==> src/ycts_regs.svh <==
// register offsets, field positions, reset values and timing counts of the calendar switch
`ifndef YCTS_REGS_SVH
`define YCTS_REGS_SVH

`define YCTS_ADDR_W 12
`define YCTS_ADDR_CTRL 12'h000
`define YCTS_ADDR_STATUS 12'h004
`define YCTS_ADDR_DATE 12'h008
`define YCTS_ADDR_CH_BASE 12'h010
`define YCTS_ADDR_CH_LAST 12'h02C
`define YCTS_NUM_CH 4

`define YCTS_CTRL_RELEASE_BIT 0
`define YCTS_CTRL_PERMIT_BIT 1
`define YCTS_CTRL_RUN_BIT 2
`define YCTS_CTRL_MASK 32'h0000_0007
`define YCTS_CTRL_RESET 32'h0000_0000
`define YCTS_CH_RESET 32'h0000_0000

`define YCTS_DAY_LSB 0
`define YCTS_MONTH_LSB 8
`define YCTS_YEAR_LSB 16
`define YCTS_YEAR_SET_BIT 23
`define YCTS_CH_EN_BIT 31
`define YCTS_CH_MASK 32'h80FF_0F1F

`define YCTS_STAT_OUT_BIT 0
`define YCTS_STAT_RANGE_LSB 1
`define YCTS_STAT_EN_BIT 5

`define YCTS_CLK_NS 5
`define YCTS_SCAN_NS 1000
`define YCTS_SCAN_CYCLES (`YCTS_SCAN_NS / `YCTS_CLK_NS)

`endif

==> src/ycts_end_marker.sv <==
// empty file kept out of the design
`timescale 1ns/1ps

==> src/ycts_pkg.sv <==
// types shared by the calendar switch modules
package ycts_pkg;

  typedef logic [4:0] ycts_day_type;
  typedef logic [3:0] ycts_month_type;
  typedef logic [6:0] ycts_year_type;
  typedef logic [15:0] ycts_key_type;

  typedef enum logic [2:0] {
    YCTS_KIND_NONE  = 3'b000,
    YCTS_KIND_YEAR  = 3'b001,
    YCTS_KIND_MONTH = 3'b010,
    YCTS_KIND_DAY   = 3'b011,
    YCTS_KIND_MIXED = 3'b100,
    YCTS_KIND_FULL  = 3'b101
  } ycts_kind_type;

  // date packed year-month-day, unspecified fields forced to zero
  function automatic ycts_key_type ycts_key(input ycts_day_type d, input ycts_month_type m,
                                            input ycts_year_type y, input logic dm,
                                            input logic mm, input logic ym);
    ycts_key_type k;
    k = {(ym ? y : 7'h00), (mm ? m : 4'h0), (dm ? d : 5'h00)};
    return k;
  endfunction

endpackage

==> src/ycts_channel.sv <==
// one switching channel: compares the current date against its on and off dates
`timescale 1ns/1ps
`include "ycts_regs.svh"
module ycts_channel
  import ycts_pkg::*;
(
  // channel settings
  input wire logic [31:0] on_cfg,
  input wire logic [31:0] off_cfg,
  // current date
  input wire ycts_day_type cur_day,
  input wire ycts_month_type cur_month,
  input wire ycts_year_type cur_year,
  // result
  output logic in_range,
  output ycts_kind_type kind
);

  logic dm;
  logic mm;
  logic ym;
  ycts_key_type lo;
  ycts_key_type hi;
  ycts_key_type cur;

  always_comb begin
    // field set is taken from the on date; off uses the same fields
    dm = on_cfg[`YCTS_DAY_LSB +: 5] != 5'h00;
    mm = on_cfg[`YCTS_MONTH_LSB +: 4] != 4'h0;
    ym = on_cfg[`YCTS_YEAR_SET_BIT];
    lo = ycts_key(on_cfg[`YCTS_DAY_LSB +: 5], on_cfg[`YCTS_MONTH_LSB +: 4],
                  on_cfg[`YCTS_YEAR_LSB +: 7], dm, mm, ym);
    hi = ycts_key(off_cfg[`YCTS_DAY_LSB +: 5], off_cfg[`YCTS_MONTH_LSB +: 4],
                  off_cfg[`YCTS_YEAR_LSB +: 7], dm, mm, ym);
    cur = ycts_key(cur_day, cur_month, cur_year, dm, mm, ym);
    // whole days inclusive: on at start of on date, off at start of day after off date
    in_range = on_cfg[`YCTS_CH_EN_BIT] && (dm || mm || ym)
               && (cur >= lo) && (cur <= hi);
    case ({dm, mm, ym})
      3'b001: kind = YCTS_KIND_YEAR;
      3'b010: kind = YCTS_KIND_MONTH;
      3'b100: kind = YCTS_KIND_DAY;
      3'b111: kind = YCTS_KIND_FULL;
      3'b000: kind = YCTS_KIND_NONE;
      default: kind = YCTS_KIND_MIXED;
    endcase
  end

endmodule

==> src/ycts_top.sv <==
// calendar driven time switch with four channels and an apb register file
//
// The APB interface to the registers and the address map were chosen for this implementation.
`timescale 1ns/1ps
`include "ycts_regs.svh"
module ycts_top
  import ycts_pkg::*;
(
  // clock and reset
  input wire logic pclk,
  input wire logic presetn,
  // apb slave
  input wire logic psel,
  input wire logic penable,
  input wire logic pwrite,
  input wire logic [11:0] paddr,
  input wire logic [31:0] pwdata,
  input wire logic [3:0] pstrb,
  output logic [31:0] prdata,
  output logic pready,
  output logic pslverr,
  // calendar clock date, years counted from 2000
  input wire logic [4:0] cal_day_in,
  input wire logic [3:0] cal_month_in,
  input wire logic [6:0] cal_year_in,
  // block release and switch output
  input wire logic block_enable_in,
  output logic range_active_out
);

  localparam int SCAN_W = 8;
  localparam logic [SCAN_W-1:0] SCAN_LAST = SCAN_W'(`YCTS_SCAN_CYCLES - 1);

  function automatic logic [31:0] ycts_strb(input logic [31:0] old, input logic [31:0] wd,
                                            input logic [3:0] be);
    logic [31:0] r;
    r = old;
    for (int i = 0; i < 4; i++) begin
      if (be[i]) begin
        r[8*i +: 8] = wd[8*i +: 8];
      end
    end
    return r;
  endfunction

  function automatic logic ycts_is_chan(input logic [11:0] a);
    return (a >= `YCTS_ADDR_CH_BASE) && (a <= `YCTS_ADDR_CH_LAST) && (a[1:0] == 2'b00);
  endfunction

  // register selects of the bus decoder
  localparam logic [2:0] SEL_CTRL = 3'h0;
  localparam logic [2:0] SEL_STAT = 3'h1;
  localparam logic [2:0] SEL_DATE = 3'h2;
  localparam logic [2:0] SEL_CHAN = 3'h3;
  localparam logic [2:0] SEL_NONE = 3'h4;

  // shared by the write path and the read answer
  function automatic logic [2:0] ycts_sel(input logic [11:0] a);
    logic [2:0] s;
    if (a == `YCTS_ADDR_CTRL) begin
      s = SEL_CTRL;
    end else if (a == `YCTS_ADDR_STATUS) begin
      s = SEL_STAT;
    end else if (a == `YCTS_ADDR_DATE) begin
      s = SEL_DATE;
    end else if (ycts_is_chan(a)) begin
      s = SEL_CHAN;
    end else begin
      s = SEL_NONE;
    end
    return s;
  endfunction

  // date word: day, month and year each in its own field
  function automatic logic [31:0] ycts_date_word(input ycts_day_type d, input ycts_month_type m,
                                                 input ycts_year_type y);
    return {9'h000, y, 4'h0, m, 3'h0, d};
  endfunction

  // input synchronisers
  logic [16:0] sync1_q;
  logic [16:0] sync1_d;
  logic [16:0] sync2_q;
  logic [16:0] sync2_d;
  logic [16:0] sync3_q;
  logic [16:0] sync3_d;

  always_comb begin
    sync1_d = {block_enable_in, cal_year_in, cal_month_in, cal_day_in};
    sync2_d = sync1_q;
    sync3_d = sync2_q;
  end

  always_ff @(posedge pclk or negedge presetn) begin
    if (!presetn) begin
      sync1_q <= 17'h0_0000;
      sync2_q <= 17'h0_0000;
      sync3_q <= 17'h0_0000;
    end else begin
      sync1_q <= sync1_d;
      sync2_q <= sync2_d;
      sync3_q <= sync3_d;
    end
  end

  ycts_day_type cur_day;
  ycts_month_type cur_month;
  ycts_year_type cur_year;
  logic en_sync;
  logic date_stable;

  always_comb begin
    cur_day = sync2_q[4:0];
    cur_month = sync2_q[8:5];
    cur_year = sync2_q[15:9];
    en_sync = sync2_q[16];
    // date bits cross as a group; accept only when two samples agree
    date_stable = sync2_q[15:0] == sync3_q[15:0];
  end

  // scan cycle divider
  logic [SCAN_W-1:0] scan_cnt_q;
  logic [SCAN_W-1:0] scan_cnt_d;
  logic scan_tick;

  always_comb begin
    scan_tick = scan_cnt_q == SCAN_LAST;
    scan_cnt_d = scan_tick ? '0 : scan_cnt_q + SCAN_W'(1);
  end

  always_ff @(posedge pclk or negedge presetn) begin
    if (!presetn) begin
      scan_cnt_q <= '0;
    end else begin
      scan_cnt_q <= scan_cnt_d;
    end
  end

  // registers
  logic [31:0] ctrl_q;
  logic [31:0] ctrl_d;
  logic [31:0] on_q [`YCTS_NUM_CH];
  logic [31:0] on_d [`YCTS_NUM_CH];
  logic [31:0] off_q [`YCTS_NUM_CH];
  logic [31:0] off_d [`YCTS_NUM_CH];
  logic [31:0] prdata_d;
  logic pready_d;
  logic pslverr_d;
  logic setup;
  logic access;
  logic [2:0] reg_sel;
  logic chan_lock;
  logic [1:0] ch_idx;
  logic block_en;
  logic [`YCTS_NUM_CH-1:0] in_range;
  logic range_q;
  logic [`YCTS_NUM_CH-1:0] prev_q;

  always_comb begin
    setup = psel && !penable;
    access = psel && penable && pready;
    reg_sel = ycts_sel(paddr);
    ch_idx = 2'((paddr - `YCTS_ADDR_CH_BASE) >> 3);
    // channel dates locked while running unless editing is permitted
    chan_lock = ctrl_q[`YCTS_CTRL_RUN_BIT] && !ctrl_q[`YCTS_CTRL_PERMIT_BIT];
    ctrl_d = ctrl_q;
    on_d = on_q;
    off_d = off_q;
    if (access && pwrite && !pslverr) begin
      if (reg_sel == SEL_CTRL) begin
        ctrl_d = ycts_strb(ctrl_q, pwdata, pstrb) & `YCTS_CTRL_MASK;
      end else if (reg_sel == SEL_CHAN) begin
        if (paddr[2]) begin
          off_d[ch_idx] = ycts_strb(off_q[ch_idx], pwdata, pstrb) & `YCTS_CH_MASK;
        end else begin
          on_d[ch_idx] = ycts_strb(on_q[ch_idx], pwdata, pstrb) & `YCTS_CH_MASK;
        end
      end
    end
  end

  // answer is prepared in the setup cycle, so access lasts one cycle
  always_comb begin
    pready_d = setup;
    pslverr_d = 1'b0;
    prdata_d = 32'h0000_0000;
    if (setup) begin
      case (reg_sel)
        SEL_CTRL: begin
          prdata_d = ctrl_q;
        end
        SEL_STAT: begin
          pslverr_d = pwrite;
          prdata_d[`YCTS_STAT_OUT_BIT] = range_q;
          prdata_d[`YCTS_STAT_RANGE_LSB +: 4] = prev_q;
          prdata_d[`YCTS_STAT_EN_BIT] = block_en;
        end
        SEL_DATE: begin
          pslverr_d = pwrite;
          prdata_d = ycts_date_word(cur_day, cur_month, cur_year);
        end
        SEL_CHAN: begin
          pslverr_d = pwrite && chan_lock;
          prdata_d = paddr[2] ? off_q[ch_idx] : on_q[ch_idx];
        end
        default: begin
          pslverr_d = 1'b1;
        end
      endcase
    end
  end

  always_ff @(posedge pclk or negedge presetn) begin
    if (!presetn) begin
      ctrl_q <= `YCTS_CTRL_RESET;
      for (int i = 0; i < `YCTS_NUM_CH; i++) begin
        on_q[i] <= `YCTS_CH_RESET;
        off_q[i] <= `YCTS_CH_RESET;
      end
    end else begin
      ctrl_q <= ctrl_d;
      on_q <= on_d;
      off_q <= off_d;
    end
  end

  always_ff @(posedge pclk or negedge presetn) begin
    if (!presetn) begin
      prdata <= 32'h0000_0000;
      pready <= 1'b0;
      pslverr <= 1'b0;
    end else begin
      prdata <= prdata_d;
      pready <= pready_d;
      pslverr <= pslverr_d;
    end
  end

  // channels
  for (genvar g = 0; g < `YCTS_NUM_CH; g++) begin : g_ch
    ycts_channel u_ch (
      .on_cfg(on_q[g]),
      .off_cfg(off_q[g]),
      .cur_day(cur_day),
      .cur_month(cur_month),
      .cur_year(cur_year),
      .in_range(in_range[g]),
      .kind()
    );
  end

  // switch evaluation
  logic [`YCTS_NUM_CH-1:0] prev_d;
  logic range_d;
  logic on_evt;
  logic off_evt;

  always_comb begin
    block_en = !ctrl_q[`YCTS_CTRL_RELEASE_BIT] || en_sync;
    on_evt = |(in_range & ~prev_q);
    off_evt = |(~in_range & prev_q);
    prev_d = prev_q;
    range_d = range_q;
    if (!block_en) begin
      // stopped block forgets its history, nothing is retained
      prev_d = '0;
      range_d = 1'b0;
    end else if (scan_tick && date_stable) begin
      prev_d = in_range;
      if (off_evt || (in_range == '0)) begin
        range_d = 1'b0;
      end else if (on_evt) begin
        range_d = 1'b1;
      end
    end
  end

  always_ff @(posedge pclk or negedge presetn) begin
    if (!presetn) begin
      prev_q <= '0;
      range_q <= 1'b0;
      range_active_out <= 1'b0;
    end else begin
      prev_q <= prev_d;
      range_q <= range_d;
      range_active_out <= range_d;
    end
  end

endmodule
==> config.mk <==
export PLATFORM = sky130hd
export DESIGN_NAME = ycts_top
export DESIGN_NICKNAME = d
export VERILOG_FILES = /design/src/ycts_end_marker.sv /design/src/ycts_pkg.sv /design/src/ycts_channel.sv /design/src/ycts_top.sv
export VERILOG_INCLUDE_DIRS = /design/src
export SDC_FILE = /design/constraint.sdc
export NUM_CORES = 1
export LEC_CHECK = 0
export ABC_AREA = 1
export BUFFER_PORTS_ARGS = -buffer_cell sky130_fd_sc_hd__clkbuf_2
export CAP_MARGIN = 20
export CORE_AREA = 2 2 195 197
export DETAILED_ROUTE_END_ITERATION = 8
export DIE_AREA = 0 0 197 199
export GPL_TIMING_DRIVEN = 0
export SETUP_SLACK_MARGIN = 0.02
export SLEW_MARGIN = 20
export SYNTH_ARGS = -nofsm -noshare
export SYNTH_HDL_FRONTEND = slang
export SYNTH_HIERARCHICAL = 1
export SYNTH_SLANG_ARGS = --single-unit
==> constraint.sdc <==
create_clock -name pclk -period 5.6 [get_ports pclk]
set_input_delay 0.84 -clock pclk [delete_from_list [all_inputs] [get_ports pclk]]
set_output_delay 0.84 -clock pclk [all_outputs]
set_load 0.05 [all_outputs]
==> results.tsv <==
metric	value	unit
status	finished, final reports clean	
Routed WL	44100	µm
post-detailed-placement half-perimeter wirelength	35000	µm
required time of the critical path	6.03	ns
Chip Height	199	µm
Final nets	2162	
vias per cell	5.12	
residual DRC count	0	
Tightest Hold Check Type	in -> async	
TritonCTS buffer count	27	
Final Util	0.442	
Post-Synthesis Cell Area	14500	µm²
CTS tree	done	
Core ar.	37100	µm²
total power	3.67	mW
Final Instance Count excl. Fillers	2462	
Power Dens Cells	224	nW/µm²
Max VDD drop	195	µV
die width	197	µm
Fin. Hold Viols	0	
Peak Freq	305	MHz
port bufs	74	
die area	39200	µm²
Setup WS post-layout	2.33	ns
H-tree Lvls	1	
post-layout minimum cycle time	3.27	ns
Slew @ Worst Pin	0.909	ns
syn_area_per_cell	7.81	µm²
Placed Instances	2416	
via count	12600	
Longest Clk Path Bufs	3	
CP max FO	10	
vias in the first global route	12300	
Final Cycle Share	0.585	
reg-to-reg setup timing slack	2.33	ns
antenna fix cells	0	
routed len/inst	17.9	µm
max-cap violations	0	
grt total ovfl	0	
initial antenna violation count	0	
Detailed Route Iter0 Violations	904	
layout cells sized above 1	0.135	
clock skew after layout	0.0149	ns
largest net degree at the start of global routing	92	
Hold WS	0.258	ns
Worst EP arrival	3.70	ns
clock root buffer	clkbuf_16	
Crit Path Class	reg -> reg	
# rows	71	
leakage power	8.62	nW
CP startpoint kind	flip-flop	
Slew headroom	0.394	
Ys Warns	6	
CTS Hold Bufs	0	
worst slack, placed	2.35	ns
RSZ-0062 raised after global routing	false	
Worst setup EP type	flip-flop	
Clock transition at path regs	0.06	ns
Initial Utilization	0.390	
post-cts sizing count	0	
Slew Limit Fails	0	
IO Count	105	
Pre-antenna DRT Iters	6	
worst-skew pair later-pin latency	0.55	ns
GRT Overall Usage	0.227	
Layout area overhead	13.4	%
Syn Inst Count	1854	
RD Place Congestion	0.940	
final setup fails	0	
post-CTS setup buffer count	0	
clk sinks	231	
first-pass GRT wire length	68100	µm
Antenna Nets Post-Route	0	
==> per-layer routing <==
| metal | wire length [µm] | vias up | GRT usage |
|---|---|---|---|
| li1 | - | 6219 | - |
| met1 | 20000 | 5923 | 0.312 |
| met2 | 19900 | 387 | 0.371 |
| met3 | 2900 | 83 | 0.0314 |
| met4 | 1340 | 0 | 0.0741 |
| met5 | 0 | - | 0 |
==> worst paths after layout <==
path                                 start    endpoint  cells past startpoint
worst max-delay path              on_q[87]     range_q                     18
worst min-delay path               presetn  sync1_q[0]                      1
worst max register to register    on_q[87]     range_q                     18
worst min register to register  sync1_q[0]  sync2_q[0]                      0
max in group asynchronous          presetn     pslverr                      3
min in group pclk               sync1_q[0]  sync2_q[0]                      0
==> final cells by class <==
| cell class | instances | area (µm²) |
|---|---|---|
| Sequential cell | 231 | 5780 |
| Timing Repair Buffer | 76 | 434 |
| Tap cell | 474 | 593 |
| Clock inverter | 8 | 93.8 |
| Multi-Input combinational cell | 1326 | 7280 |
| Clock buffer | 38 | 767 |
| Fill cell | 3642 | 20700 |
| Inverter | 232 | 876 |
| Buffer | 77 | 586 |
==> per-stage QoR <==
step                      cell area (µm²)  TNS [ns]
after floorplan                     14500         0
after global placement              15500   -232.34
after detailed placement            15500         0
after CTS                           16400         0
after global routing                16400         0
final                               16400         0
==> worst max-delay path, cell delays in order (launching register included) <==
cell and delay [ns]:
dfrtp_1 0.50, clkbuf_1 0.38, nand2_1 0.09, inv_1 0.10
ha_1 0.26, a21oi_1 0.20, o21ai_1 0.08, nand2_1 0.05
nand3_1 0.13, nor2_1 0.15, nand2_1 0.07, nand2_1 0.06
nand2_1 0.05, nor2_1 0.45, o22ai_1 0.18, nor2_1 0.15
nand3b_1 0.11, nand3_1 0.10, nand2_1 0.05
==> state kept, by name, summed over array words and instances, names as in the netlist <==
name	cells
on_q	72
sync2_q	17
range_q	1
sync3_q	16
pready	1
prev_q	4
prdata	19
off_q	72
pslverr	1
ctrl_q	3
sync1_q	17
scan_cnt_q	8
==> cells in the final DEF (no fill, tap or decap), types with 6 or more instances in the layout <==
| cell type | count |
|---|---|
| nor2_2 | 7 |
| buf_4 | 17 |
| dfrtp_1 | 231 |
| clkbuf_16 | 27 |
| nand4_2 | 8 |
| inv_1 | 215 |
| nand2_1 | 595 |
| nand4_1 | 17 |
| clkbuf_8 | 6 |
| nand2_4 | 9 |
| ha_1 | 121 |
| inv_2 | 11 |
| xor2_1 | 9 |
| a21oi_2 | 10 |
| a211oi_1 | 13 |
| o21ai_1 | 90 |
| a22oi_1 | 34 |
| nand3_1 | 76 |
| o21ai_2 | 13 |
| conb_1 | 13 |
| buf_6 | 29 |
| nor2_1 | 99 |
| a21oi_1 | 80 |
| nand2_2 | 7 |
| o21ai_0 | 67 |
| a21boi_2 | 8 |
| clkbuf_2 | 73 |
| buf_2 | 12 |
| nor3_1 | 17 |
| clkbuf_1 | 25 |
==> where the power goes <==
part	switching [mW]	internal (mW)	total [mW]
Sequential	0.0293	1.69	1.72
Clock	0.706	1.04	1.74
Combinational	0.157	0.0531	0.210
Total	0.892	2.78	3.67
No activity file was read; power rests on OpenSTA's default activity.
